File: config.mk
export PLATFORM = sky130hd
export DESIGN_NAME = dcci_channel
export DESIGN_NICKNAME = d
export VERILOG_FILES = /design/src/design/dcci_pkg.sv /design/src/design/dcci_req_sync.sv /design/src/design/dcci_addr_gen.sv /design/src/design/dcci_channel.sv
export SDC_FILE = /design/constraint.sdc
export NUM_CORES = 1
export LEC_CHECK = 0
export BUFFER_PORTS_ARGS = -buffer_cell sky130_fd_sc_hd__buf_2
export CORE_MARGIN = 2
export CORE_UTILIZATION = 52
export DETAILED_ROUTE_END_ITERATION = 8
export GPL_TIMING_DRIVEN = 1
export PLACE_DENSITY = 0.84
export SYNTH_ARGS = -nofsm -noshare
export SYNTH_HDL_FRONTEND = slang
export SYNTH_HIERARCHICAL = 1
export SYNTH_SLANG_ARGS = --single-unit
File: constraint.sdc
create_clock -name clk_i -period 9.2 [get_ports clk_i]
set_input_delay 1.84 -clock clk_i [delete_from_list [all_inputs] [get_ports clk_i]]
set_output_delay 1.84 -clock clk_i [all_outputs]
set_load 0.005 [all_outputs]
File: src/design/dcci_pkg.sv
// constants shared by the dma channel control and index block
package dcci_pkg;

  // *****************************************
  // register indices (byte address = 4 * index)
  // *****************************************
  localparam logic [31:0] IDX_ITEM_INDEX   = 32'h5000360E; // item index, read only
  localparam logic [31:0] IDX_SRC_LOW      = 32'h50003610; // source start, low half
  localparam logic [31:0] IDX_SRC_HIGH     = 32'h50003612; // source start, high half
  localparam logic [31:0] IDX_DST_LOW      = 32'h50003614; // destination start, low half
  localparam logic [31:0] IDX_DST_HIGH     = 32'h50003616; // destination start, high half
  localparam logic [31:0] IDX_IRQ_COUNT    = 32'h50003618; // interrupt compare count
  localparam logic [31:0] IDX_LENGTH       = 32'h5000361A; // transfer length minus one
  localparam logic [31:0] IDX_CONTROL      = 32'h5000361C; // channel control
  localparam logic [31:0] IDX_IRQ_STATUS   = 32'h5000361E; // sticky event flags
  localparam logic [31:0] IDX_IRQ_MASK     = 32'h50003620; // event mask
  localparam logic [31:0] IDX_REQ_SELECT   = 32'h50003622; // request selector

  // word index bits decoded from the wishbone address
  localparam int unsigned WORD_W = 6;

  // *****************************************
  // control register fields
  // *****************************************
  localparam int unsigned CTRL_ON_BIT    = 0;
  localparam int unsigned CTRL_WIDTH_LSB = 1;
  localparam int unsigned CTRL_IRQEN_BIT = 3;
  localparam int unsigned CTRL_TRIG_BIT  = 4;
  localparam int unsigned CTRL_DINC_BIT  = 5;
  localparam int unsigned CTRL_SINC_BIT  = 6;
  localparam int unsigned CTRL_CIRC_BIT  = 7;
  localparam int unsigned CTRL_W         = 8;

  // status / mask fields
  localparam int unsigned ST_MATCH_BIT = 0;
  localparam int unsigned ST_DONE_BIT  = 1;
  localparam int unsigned ST_W         = 2;

  // reset values
  localparam logic [15:0] RST_HALF = 16'h0000;
  localparam logic [7:0]  RST_CTRL = 8'h00;

  // item width codes
  localparam logic [1:0] WIDTH_BYTE = 2'h0;
  localparam logic [1:0] WIDTH_HALF = 2'h1;
  localparam logic [1:0] WIDTH_WORD = 2'h2;
  localparam logic [1:0] WIDTH_RSVD = 2'h3;

  // channel sequencer states
  typedef enum logic [1:0] {
    ST_IDLE     = 2'b00,
    ST_WAIT_REQ = 2'b01,
    ST_READ     = 2'b10,
    ST_WRITE    = 2'b11
  } dcci_state_type;

endpackage

File: src/design/dcci_req_sync.sv
// two-stage synchroniser for the peripheral request lines
`timescale 1ns/100ps
module dcci_req_sync #(
  parameter int unsigned REQ_N = 16
) (
  // clock and reset
  input  wire logic             clk_i,
  input  wire logic             rst_i,
  // asynchronous requests in, synchronised levels out
  input  wire logic [REQ_N-1:0] req_i,
  output logic      [REQ_N-1:0] req_o
);

  // *****************************************
  // per-line synchroniser
  // *****************************************
  genvar g;
  generate
    for (g = 0; g < REQ_N; g++) begin : g_line
      logic meta; // first stage, read only by the second stage
      logic held; // second stage, safe for logic
      // both stages clear on reset so no stale request survives it
      always_ff @(posedge clk_i) begin
        if (rst_i) begin
          meta <= 1'b0;
          held <= 1'b0;
        end else begin
          meta <= req_i[g];
          held <= meta;
        end
      end
      assign req_o[g] = held;
    end
  endgenerate

endmodule

File: src/design/dcci_addr_gen.sv
// address former: start address plus scaled item index
`timescale 1ns/100ps
module dcci_addr_gen
  import dcci_pkg::*;
(
  // programmed start and progress
  input  wire logic [31:0] start_i,
  input  wire logic [15:0] index_i,
  input  wire logic [1:0]  width_i,
  input  wire logic        incr_i,
  // address of the current item
  output logic      [31:0] addr_o
);

  logic [31:0] offset; // byte offset of the current item

  // *****************************************
  // offset from index and width
  // *****************************************
  // step by width
  always_comb begin
    unique case (width_i)
      WIDTH_HALF: offset = {15'h0000, index_i, 1'b0};
      WIDTH_WORD: offset = {14'h0000, index_i, 2'b00};
      // reserved code behaves as a byte
      default:    offset = {16'h0000, index_i};
    endcase
  end

  assign addr_o = incr_i ? 32'(start_i + offset) : start_i;

endmodule

File: src/design/dcci_channel.sv
// one dma channel: control, index, addresses, interrupt and sequencer
//
// Overview of operation
// - mode 0 starts moving once switched on
// - mode 1 moves only on selected request
// - interrupt enable bit gates count interrupt
// - width code picks 1, 2, 4 byte items
// - channel off means inactive, no activity once the item in flight is written
// - on bit self-clears at end unless circular in mode 1
// - item index is read only progress count
// - index returns to zero at completion
// - addresses formed from index, increments, width
// - source start held as two 16-bit halves
// - destination start held as two halves
// - count match after item raises interrupt
// - length N moves N+1 items
// - enabled increment steps 1, 2 or 4
// - circular peripheral mode clears index, restarts
`timescale 1ns/100ps
module dcci_channel
  import dcci_pkg::*;
#(
  parameter int unsigned REQ_N = 16 // peripheral request lines
) (
  // clock and reset
  input  wire logic             clk_i,
  input  wire logic             rst_i,
  // wishbone register slave
  input  wire logic             cyc_i,
  input  wire logic             stb_i,
  input  wire logic             we_i,
  input  wire logic [7:0]       adr_i,
  input  wire logic [3:0]       sel_i,
  input  wire logic [31:0]      dat_i,
  output logic      [31:0]      dat_o,
  output logic                  ack_o,
  // peripheral requests
  input  wire logic [REQ_N-1:0] periph_req_i,
  // system bus master for data moves
  output logic                  mem_cyc_o,
  output logic                  mem_we_o,
  output logic      [31:0]      mem_addr_o,
  output logic      [1:0]       mem_size_o,
  output logic      [31:0]      mem_wdata_o,
  input  wire logic [31:0]      mem_rdata_i,
  input  wire logic             mem_ack_i,
  // interrupt
  output logic                  irq_o
);

  // *****************************************
  // parameter check
  // *****************************************
  if (REQ_N < 1 || REQ_N > 16) begin : g_bad_req_n
    $error("REQ_N must be between 1 and 16");
  end

  // *****************************************
  // declarations
  // *****************************************
  logic [15:0]       src_low;      // source start, low half
  logic [15:0]       src_high;     // source start, high half
  logic [15:0]       dst_low;      // destination start, low half
  logic [15:0]       dst_high;     // destination start, high half
  logic [15:0]       irq_count;    // compare count
  logic [15:0]       length;       // items minus one
  logic [CTRL_W-1:0] ctrl;         // control bits
  logic [ST_W-1:0]   status;       // sticky events
  logic [ST_W-1:0]   mask;         // event enables
  logic [3:0]        req_sel;      // selected request line
  logic [15:0]       item_index;   // items written so far
  logic [31:0]       data_hold;    // item between read and write
  dcci_state_type    state;        // sequencer state
  logic [WORD_W-1:0] word;         // decoded word index
  logic              bus_wr;       // write taking effect this edge
  logic              bus_rd;       // read being answered next edge
  logic [31:0]       next_dat;     // read mux
  logic [REQ_N-1:0]  req_sync;     // synchronised requests
  logic [15:0]       req_wide;     // requests padded to selector range
  logic              req_hit;      // selected request active
  logic [31:0]       src_addr;     // current source address
  logic [15:0]       src_index;    // index of the item read next
  logic [31:0]       dst_addr;     // current destination address
  logic              item_done;    // write of an item acknowledged
  logic              xfer_done;    // last item acknowledged
  logic              match;        // compare hit on this item
  logic              restart;      // circular restart on completion
  logic [ST_W-1:0]   ev_set;       // events raised this cycle

  // control field views
  logic       on;
  logic [1:0] width;
  logic       irq_en;
  logic       trig;
  assign on     = ctrl[CTRL_ON_BIT];
  assign width  = ctrl[CTRL_WIDTH_LSB +: 2];
  assign irq_en = ctrl[CTRL_IRQEN_BIT];
  assign trig   = ctrl[CTRL_TRIG_BIT];

  // *****************************************
  // submodules
  // *****************************************
  dcci_req_sync #(.REQ_N(REQ_N)) u_sync (
    .clk_i (clk_i),
    .rst_i (rst_i),
    .req_i (periph_req_i),
    .req_o (req_sync)
  );

  // next source address
  // the index register only advances at the write ack, so the read that
  // follows a write is addressed one item ahead to avoid refetching
  assign src_index = (state == ST_WRITE) ? 16'(item_index + 16'h0001) : item_index;

  dcci_addr_gen u_src (
    .start_i ({src_high, src_low}),
    .index_i (src_index),
    .width_i (width),
    .incr_i  (ctrl[CTRL_SINC_BIT]),
    .addr_o  (src_addr)
  );

  dcci_addr_gen u_dst (
    .start_i ({dst_high, dst_low}),
    .index_i (item_index),
    .width_i (width),
    .incr_i  (ctrl[CTRL_DINC_BIT]),
    .addr_o  (dst_addr)
  );

  // *****************************************
  // wishbone decode
  // *****************************************
  assign word   = adr_i[WORD_W+1:2];
  assign bus_wr = cyc_i && stb_i && we_i && ack_o;
  assign bus_rd = cyc_i && stb_i && !ack_o;

  // ack one cycle after the request, dropped the cycle after
  always_ff @(posedge clk_i) begin
    if (rst_i) begin
      ack_o <= 1'b0;
    end else begin
      ack_o <= cyc_i && stb_i && !ack_o;
    end
  end

  // read mux; narrow registers sit in the low bits
  always_comb begin
    next_dat = 32'h00000000;
    unique case (word)
      IDX_ITEM_INDEX[WORD_W-1:0]: next_dat = {16'h0000, item_index};
      IDX_SRC_LOW[WORD_W-1:0]:    next_dat = {16'h0000, src_low};
      IDX_SRC_HIGH[WORD_W-1:0]:   next_dat = {16'h0000, src_high};
      IDX_DST_LOW[WORD_W-1:0]:    next_dat = {16'h0000, dst_low};
      IDX_DST_HIGH[WORD_W-1:0]:   next_dat = {16'h0000, dst_high};
      IDX_IRQ_COUNT[WORD_W-1:0]:  next_dat = {16'h0000, irq_count};
      IDX_LENGTH[WORD_W-1:0]:     next_dat = {16'h0000, length};
      IDX_CONTROL[WORD_W-1:0]:    next_dat = {24'h000000, ctrl};
      IDX_IRQ_STATUS[WORD_W-1:0]: next_dat = {30'h00000000, status};
      IDX_IRQ_MASK[WORD_W-1:0]:   next_dat = {30'h00000000, mask};
      IDX_REQ_SELECT[WORD_W-1:0]: next_dat = {28'h0000000, req_sel};
      // unmapped words read zero and ignore writes
      default:                    next_dat = 32'h00000000;
    endcase
  end

  // read data captured with the ack
  always_ff @(posedge clk_i) begin
    if (rst_i) begin
      dat_o <= 32'h00000000;
    end else if (bus_rd) begin
      dat_o <= next_dat;
    end
  end

  // *****************************************
  // configuration registers
  // *****************************************
  // halves written separately; low byte lanes carry the value
  always_ff @(posedge clk_i) begin
    if (rst_i) begin
      src_low   <= RST_HALF;
      src_high  <= RST_HALF;
      dst_low   <= RST_HALF;
      dst_high  <= RST_HALF;
      irq_count <= RST_HALF;
      length    <= RST_HALF;
      mask      <= '0;
      req_sel   <= 4'h0;
    end else if (bus_wr && sel_i[1:0] == 2'b11) begin
      unique case (word)
        IDX_SRC_LOW[WORD_W-1:0]:    src_low   <= dat_i[15:0];
        IDX_SRC_HIGH[WORD_W-1:0]:   src_high  <= dat_i[15:0];
        IDX_DST_LOW[WORD_W-1:0]:    dst_low   <= dat_i[15:0];
        IDX_DST_HIGH[WORD_W-1:0]:   dst_high  <= dat_i[15:0];
        IDX_IRQ_COUNT[WORD_W-1:0]:  irq_count <= dat_i[15:0];
        IDX_LENGTH[WORD_W-1:0]:     length    <= dat_i[15:0];
        IDX_IRQ_MASK[WORD_W-1:0]:   mask      <= dat_i[ST_W-1:0];
        IDX_REQ_SELECT[WORD_W-1:0]: req_sel   <= dat_i[3:0];
        // other words hold no writable state here
        default: ;
      endcase
    end
  end

  // control register; hardware clears the on bit at completion unless restart is set
  always_ff @(posedge clk_i) begin
    if (rst_i) begin
      ctrl <= RST_CTRL;
    end else if (bus_wr && sel_i[0] && word == IDX_CONTROL[WORD_W-1:0]) begin
      // a software write wins, so a restart written at the last item sticks
      ctrl <= dat_i[CTRL_W-1:0];
    end else if (xfer_done && !restart) begin
      ctrl[CTRL_ON_BIT] <= 1'b0;
    end
  end

  // *****************************************
  // request selection
  // *****************************************
  assign req_wide = 16'(req_sync);
  assign req_hit  = req_wide[req_sel];

  // *****************************************
  // sequencer
  // *****************************************
  assign item_done = (state == ST_WRITE) && mem_ack_i;
  // last item is index equal to length
  assign xfer_done = item_done && (item_index == length);
  // circular only counts with peripheral triggering
  assign restart   = ctrl[CTRL_CIRC_BIT] && trig;
  assign match     = item_done && (irq_count == item_index);

  // state and bus master outputs
  always_ff @(posedge clk_i) begin
    if (rst_i) begin
      state       <= ST_IDLE;
      mem_we_o    <= 1'b0;
      mem_addr_o  <= 32'h00000000;
      mem_wdata_o <= 32'h00000000;
      data_hold   <= 32'h00000000;
    end else begin
      unique case (state)
        ST_IDLE: begin
          // nothing moves while the channel is off
          if (on) begin
            if (!trig) begin
              state      <= ST_READ;
              mem_we_o   <= 1'b0;
              mem_addr_o <= src_addr;
            end else begin
              state <= ST_WAIT_REQ;
            end
          end
        end
        ST_WAIT_REQ: begin
          if (!on) begin
            state <= ST_IDLE;
          end else if (req_hit) begin
            state      <= ST_READ;
            mem_we_o   <= 1'b0;
            mem_addr_o <= src_addr;
          end
        end
        ST_READ: begin
          if (mem_ack_i) begin
            state       <= ST_WRITE;
            data_hold   <= mem_rdata_i;
            mem_wdata_o <= mem_rdata_i;
            mem_we_o    <= 1'b1;
            mem_addr_o  <= dst_addr;
          end
        end
        ST_WRITE: begin
          if (mem_ack_i) begin
            mem_we_o <= 1'b0;
            // a software stop between items ends the run cleanly
            if ((xfer_done && !restart) || !on) begin
              state <= ST_IDLE;
            end else if (trig) begin
              state <= ST_WAIT_REQ;
            end else begin
              state      <= ST_READ;
              mem_addr_o <= src_addr;
            end
          end
        end
      endcase
    end
  end

  // bus request stands through the read and the write phase
  assign mem_cyc_o  = (state == ST_READ) || (state == ST_WRITE);
  // size code, reserved treated as byte
  assign mem_size_o = (width == WIDTH_RSVD) ? WIDTH_BYTE : width;

  always_ff @(posedge clk_i) begin
    if (rst_i) begin
      item_index <= 16'h0000;
    end else if (xfer_done) begin
      item_index <= 16'h0000;
    end else if (item_done) begin
      item_index <= 16'(item_index + 16'h0001);
    end
  end

  // *****************************************
  // interrupt
  // *****************************************
  // count match only with interrupt enabled
  assign ev_set[ST_MATCH_BIT] = match && irq_en;
  assign ev_set[ST_DONE_BIT]  = xfer_done;

  // sticky flags, write one to clear; a new event beats the clear
  always_ff @(posedge clk_i) begin
    if (rst_i) begin
      status <= '0;
    end else if (bus_wr && sel_i[0] && word == IDX_IRQ_STATUS[WORD_W-1:0]) begin
      status <= (status & ~dat_i[ST_W-1:0]) | ev_set;
    end else begin
      status <= status | ev_set;
    end
  end

  assign irq_o = |(status & mask);
endmodule

==> impl_results.md, run 1 <==
- Status: complete, no violations
- Critical hold path startpoint: u_sync/g_line[9].meta$_SDFF_PP0_
- Post-route insts no fill: 2242
- Worst Path Required: 9.59 ns
- Starting DRC count in detailed routing: 1606
- Initial Util: 0.532
- Num CTS Buffers: 27
- Setup Skew: 0.0201 ns
- Post-layout net count: 1992
- Setup Viol. Count Final: 0
- CP Data Arrival Time: 5.35 ns
- Postcts setup bufs: 0
- Die H: 171 um
- Total gr overflow: 0
- Hold Crit Depth: 1
- Avg WL per Cell: 19.4 um
- Top Ports: 200
- Final Slew Violations: 0
- Layout cells sized above 1: 0.193
- FF-to-FF path depth: 18
- Synthesis warning total: 6
- Number of global-route vias before repair: 12.4k
- Unrepaired setup endpoints after global routing: false
- N_diodes: 0
- Die area: 29100 um2
- Worst-Skew Late Latency: 0.56 ns
- Worst-Margin Slew: 1.16 ns
- P&R area growth vs syn: 11.0%
- Reg2reg end: mem_addr_o[20]$_SDFFE_PP0P_
- Leakage: 6.12 nW
- DRC viols: 0
- Core footprint: 27100 um2
- Power per cell area: 139 nW/um2
- Root buffer cell: clkbuf_16
- Max VDD drop: 0.000137 V
- Multi-input gate area: 8730 um2
- Hold slack: 0.432 ns
- DP HPWL: 31.2 mm
- Largest net degree at the start of global routing: 136
- Antenna viol nets, final: 0
- Post-CTS Resized: 0
- Post-Route Setup TNS: 0 ns
- Final period util: 0.539
- Critical path class: reg -> reg
- Peak Freq: 202 MHz
- Critical Path Start Type: flop
- Crit path max fanout: 10
- First-pass GRT wire length: 66.4 mm
- R2r startpoint: item_index[0]$_SDFFE_PP0P_
- Max transition margin: 0.222
- Class of the worst hold path: reg -> reg
- DRT Pass-1 Iters: 6
- R2R setup slack: 4.24 ns
- Hold Path Sink: u_sync/g_line[9].held$_SDFF_PP0_
- #FFs+latches synth: 244
- Vias per cell: 5.97
- Netlist Area Pre-Place: 14400 um2
- FF/Latch Area: 4880 um2
- CP Capture Type: flop
- Port Buffer Count: 163
- Sequential area share after synthesis: 0.339
- Most used DFF post-synth: dfxtp_1
- Cell Rows: 60
- Avg Synthesized Cell Area: 8.12 um2
- H-tree depth: 1
- DP Cell Count: 2192
- Post-synth EDFFs: 0
- Clk buf depth: 3
- Die X-Extent: 171 um
- Fillers: 2390
- Unique cell type count in the Yosys netlist: 67
- Routed WL: 43.4 mm
- Max Cap Viol: 0
- Final hold violation count: 0
- Hold buffer count at CTS: 0
- Final estimated routing congestion in global placement: 1.01
- Post-Synthesis Cells: 1778
- Vias: 13.4k
- GR Util All Layers: 0.290
- Initial antenna violation count: 0
- Min Clock Period, post-route: 4.96 ns
- Clock slew at reported path FFs: 0.06 ns
- Clock sink count: 244
- CTS tree: yes
- Share of synthesized registers carrying an async set or reset: 0
-- Yosys cell counts, types with 3 or more instances --
cell type / n / area, um2
a211oi_1: 6 / 45.0
a211oi_2: 32 / 400
a21boi_0: 10 / 75.1
a21o_1: 17 / 128
a21oi_1: 190 / 951
a222oi_1: 12 / 120
a22o_1: 3 / 26.3
a22oi_1: 82 / 616
a31oi_1: 4 / 25.0
and2_1: 10 / 62.6
and3_1: 15 / 93.8
and4_1: 3 / 26.3
buf_2: 16 / 80.1
buf_4: 40 / 300
buf_6: 9 / 101
clkbuf_1: 89 / 334
dfxtp_1: 244 / 4880
ha_1: 43 / 538
inv_1: 18 / 67.6
mux2_2: 29 / 327
mux2i_1: 41 / 410
mux4_1: 3 / 78.8
nand2_1: 371 / 1390
nand2b_1: 8 / 50.1
nand3_1: 50 / 250
nand4_1: 17 / 106
nor2_1: 80 / 300
nor2_2: 28 / 175
nor2b_1: 40 / 250
nor3_1: 13 / 65.1
nor3_2: 3 / 30.0
nor4_2: 3 / 37.5
o2111ai_1: 6 / 52.6
o21a_1: 5 / 37.5
o21ai_0: 51 / 255
o21ai_1: 9 / 45.0
o21ai_2: 6 / 52.6
o21bai_1: 4 / 30.0
or2_2: 6 / 37.5
xnor2_1: 79 / 692
xor2_1: 43 / 377
-- power by group --
part           internal (mW)  total, mW  switching [mW]
sequential              1.06       1.06         0.00149
clock                  0.641       1.10           0.457
combinational         0.0204     0.0679          0.0475
total                   1.72       2.23           0.506
-- critical path, cell delays in order (launching register included) --
cell and delay [ns]:
dfxtp_1 0.68, ha_1 0.31, nand3_1 0.17, nor3_1 0.51
nand2_1 0.18, nor2_1 0.17, xor2_1 0.27, a22oi_1 0.13
o21ai_0 0.24, ha_1 0.35, a21o_1 0.18, a211oi_1 0.08
nand2_1 0.08, o21ai_0 0.15, a211oi_1 0.54, o21ai_0 0.19
xnor2_1 0.16, mux2i_1 0.28, a211oi_2 0.11
-- kinds of logic after synthesis --
group | share of synthesized area
AND/OR/NAND/NOR | 0.210
AO/OA/AOI/OAI | 0.214
flip-flops | 0.339
buffers and inverters | 0.0615
XOR/XNOR | 0.0741
multiplexers | 0.0617
adder cells (fa/ha/maj) | 0.0401
other | 0.000260
-- cell usage in the layout (no fill, tap or decap), types with 18 or more instances in the layout --
cell and count:
nor2_1 79, dfxtp_1 244, mux2_2 29, a22oi_1 82
xor2_1 43, ha_1 43, nand2_1 371, o21ai_0 51
mux2i_1 41, a21oi_1 190, nand3_1 50, clkbuf_16 27
buf_4 19, inv_1 18, nor2b_1 39, a211oi_2 32
nor2_2 29, xnor2_1 79, buf_2 162
-- stage by stage --
step / util / cell area, um2 / setup WS (ns) / power (mW)
floorplan: - / 14500 / 5.52 / 1.13
global placement: 0.558 / 15100 / 4.57 / 1.15
detailed placement: 0.558 / 15100 / 4.47 / 1.15
CTS: 0.591 / 16000 / 4.44 / 2.24
global route: 0.591 / 16000 / 3.91 / 2.29
finish: 0.591 / 16000 / 4.24 / 2.23
-- cell type report --
type,instances,share of cell area
clock buffers,35,0.0472
clock inverters,15,0.00968
inverters,18,0.00422
multi-input cells,1376,0.545
flip-flops and latches,244,0.305
well taps,372,0.0291
repair buffers,182,0.0602
-- state kept, by name, indices dropped and copies added (netlist names), 2 cells and up --
register,flops
mem_wdata_o,32
u_sync/g_line.held,16
src_low,16
req_sel,4
dat_o,16
length,16
src_high,16
item_index,16
status,2
dst_high,16
irq_count,16
mem_addr_o,32
ctrl,8
u_sync/g_line.meta,16
dst_low,16
state,2
mask,2
-- layer usage --
layer  up-vias  global-route usage  share of wire
met1      6199               0.392           0.41
met3       133              0.0680           0.11
met2       771               0.446           0.43
met5         -                   0              0
met4         0               0.119          0.048
li1       6286                   -              -
-- worst max path at each step --
| stage | from | to | slack (ns) | depth (start not counted) |
|---|---|---|---|---|
| global placement | item_index[0]$_SDFFE_PP0P_ | mem_addr_o[17]$_SDFFE_PP0P_ | 4.57 | 18 |
| global route | item_index[1]$_SDFFE_PP0P_ | mem_addr_o[28]$_SDFFE_PP0P_ | 3.91 | 18 |
| CTS | item_index[1]$_SDFFE_PP0P_ | mem_addr_o[20]$_SDFFE_PP0P_ | 4.44 | 18 |
| finish | item_index[0]$_SDFFE_PP0P_ | mem_addr_o[20]$_SDFFE_PP0P_ | 4.24 | 18 |
| detailed placement | item_index[0]$_SDFFE_PP0P_ | mem_addr_o[20]$_SDFFE_PP0P_ | 4.47 | 18 |
| floorplan | item_index[3]$_SDFFE_PP0P_ | mem_addr_o[17]$_SDFFE_PP0P_ | 5.52 | 18 |
(Power assumes the default switching activity.)
==> run 2: changes to the inputs <==
clock period = 5 ns   (was 9.2 ns; I/O delays follow)
==> run 2 against run 1 <==
  * Sequential cell count stayed put
  * Routed wire length increased by 0.54%
  * Total power is 87% higher
  * Cell count increased by 0.45%
  * Utilization increased by 0.51 points
  * Die area unchanged
  * Critical path depth shrank 2
  * Clock skew up 0.0033 ns
  * Critical endpoint unchanged
  * Highest routed layer unchanged
==> impl_results.md, run 2 (same netlist as run 1, synthesis figures left out) <==
- Worst-Skew Late Latency: 0.56 ns (about the same)
- Max Cap Viol: 0 (unchanged)
- Number of global-route vias before repair: 12.7k (+2.3%)
- Worst path max stage delay: 0.56 ns (-0.12 ns)
- Clock sink count: 244 (unchanged)
- Worst Path Required: 5.39 ns (-4.20 ns)
- DRC viols: 0 (unchanged)
- Core footprint: 27100 um2 (unchanged)
- CP Capture Type: flop
- Clk buf depth: 3 (unchanged)
- Postcts setup bufs: 0 (unchanged)
- Crit-path leading delay family: compound AO/OA/AOI/OAI gates
- Die area: 29100 um2 (unchanged)
- GR Util All Layers: 0.293 (+0.00292)
- Cell Rows: 60 (unchanged)
- Peak Freq: 219 MHz (+8.6%)
- H-tree depth: 1 (unchanged)
- CP max stage cell: dfxtp_1
- Largest net degree at the start of global routing: 118 (-13%)
- CTS tree: yes
- Vias: 13.5k (+0.51%)
- Clock slew at reported path FFs: 0.06 ns (about the same)
- Leakage: 6.20 nW (+1.3%)
- Post-Route Setup TNS: 0 ns (unchanged)
- Setup Viol. Count Final: 0 (unchanged)
- Top flop regs: mem_addr_o x32, mem_wdata_o x32
- Post-placement setup slack: 0.607 ns (-3.87 ns)
- N_diodes: 0 (unchanged)
- Total gr overflow: 0 (unchanged)
- Class of the worst hold path: reg -> reg
- DP HPWL: 31.8 mm (+2.0%)
- Setup Skew: 0.0234 ns (+0.00331 ns)
- P&R area growth vs syn: 12.0%
- Post-route cell area: 16200 um2 (+0.87%)
- Fin util: 0.596 (+0.00513)
- Routed WL: 43.7 mm (+0.54%)
- Placed cell areas: 15200 um2 (+0.76%)
- Initial antenna violation count: 0 (unchanged)
- Final estimated routing congestion in global placement: 1.04 (+3.3%)
- Power per cell area: 259 nW/um2 (+86%)
- Die H: 171 um (unchanged)
- Status: complete, no violations
- Critical Path Start Type: flop
- Final period util: 0.912 (+0.374)
- Starting DRC count in detailed routing: 1534 (-4.5%)
- Critical path class: reg -> reg
- Hold buffer count at CTS: 0 (unchanged)
- Worst-Margin Slew: 1.22 ns (+0.0588 ns)
- DRT Pass-1 Iters: 8 (+2)
- Port Buffer Count: 163 (unchanged)
- Final hold violation count: 0 (unchanged)
- Fin worst setup slack: 0.439 ns (-3.81 ns)
- Layout cells sized above 1: 0.196 (+0.00323)
- Max transition margin: 0.180 (-0.0417)
- Fillers: 2382 (-0.33%)
- Post-layout net count: 2004 (+0.60%)
- Final Slew Violations: 0 (unchanged)
- Min Clock Period, post-route: 4.56 ns (-0.394 ns)
- Vias per cell: 5.98 (about the same)
- Crit path max fanout: 10 (unchanged)
- Root buffer cell: clkbuf_16
- CP cell instances: nand2_1 -> nor3_1 -> nand2_1 -> nor2_1 -> xor2_1 -> a22oi_1 -> o21ai_0 -> ha_1 -> a21o_1 -> a211oi_1 -> and2_1 -> a211oi_1 -> o21ai_0 -> xnor2_1 -> mux2i_1 -> a211oi_2
- Critical path buffer and inverter count: 0 (unchanged)
- Hold slack: 0.434 ns (+0.00265 ns)
- CP Data Arrival Time: 4.95 ns (-0.40 ns)
- Avg WL per Cell: 19.4 um (about the same)
- Max VDD drop: 0.000275 V (+100%)
- Num CTS Buffers: 27 (unchanged)
- Post-CTS Resized: 0 (unchanged)
- First-pass GRT wire length: 67.4 mm (+1.4%)
- Top Ports: 200 (unchanged)
- Antenna viol nets, final: 0 (unchanged)
- Unrepaired setup endpoints after global routing: false
- Most frequent cells in the layout: nand2_1 (371), dfxtp_1 (244), a21oi_1 (190), buf_2 (162), a22oi_1 (82)
- Commonest non-fill, non-tap cell in the layout: nand2_1
- Die X-Extent: 171 um (unchanged)
- Initial Util: 0.532 (unchanged)
[run 2: cell count changes in the layout (fill, tap and decap cells not counted)]
| cell | delta |
|---|---|
| clkinv_4 | +2 |
| clkbuf_8 | -1 |
| inv_6 | -2 |
| clkinv_2 | -3 |
| buf_12 | +2 |
| clkbuf_1 | +2 |
| buf_4 | +10 |
| bufinv_16 | +2 |
| clkinvlp_4 | -2 |
[run 2: path summary, 6_finish.rpt]
path / start / to / slack [ns] / cells after the start
setup / recovery: state[0]$_SDFFE_PP0P_ / mem_addr_o[20]$_SDFFE_PP0P_ / 0.44 / 16
hold / removal: u_sync/g_line[0].meta$_SDFF_PP0_ / u_sync/g_line[0].held$_SDFF_PP0_ / 0.43 / 1
setup reg to reg: state[0]$_SDFFE_PP0P_ / mem_addr_o[20]$_SDFFE_PP0P_ / 0.44 / 16
hold reg to reg: u_sync/g_line[0].meta$_SDFF_PP0_ / u_sync/g_line[0].held$_SDFF_PP0_ / 0.43 / 1
[run 2: final cells by class]
class,instances,area [um2],area share
clock buffers,36,749,0.0464
clock inverters,12,185,0.0115
inverters,18,67.6,0.00418
multi-input cells,1376,8730,0.540
flip-flops and latches,244,4880,0.302
well taps,372,465,0.0288
repair buffers,194,1080,0.0668
[run 2: routing by layer]
layer  track usage  up-vias  share of wire
li1              -     6304              -
met1         0.387     6264           0.40
met2         0.473      758           0.45
met3        0.0590      131           0.11
met4         0.110        0          0.043
met5             0        -              0
[run 2: stage by stage]
step | power, mW | instances
CTS | 4.19 | 2252
global placement | 2.12 | 2204
finish | 4.18 | 2252
global route | 4.28 | 2252
floorplan | 2.08 | 1793
detailed placement | 2.12 | 2204
[run 2: report_power, final]
group	internal (mW)	switching [mW]	total, mW
logic	0.0385	0.0873	0.126
registers	1.96	0.00264	1.96
clock network	1.26	0.834	2.10
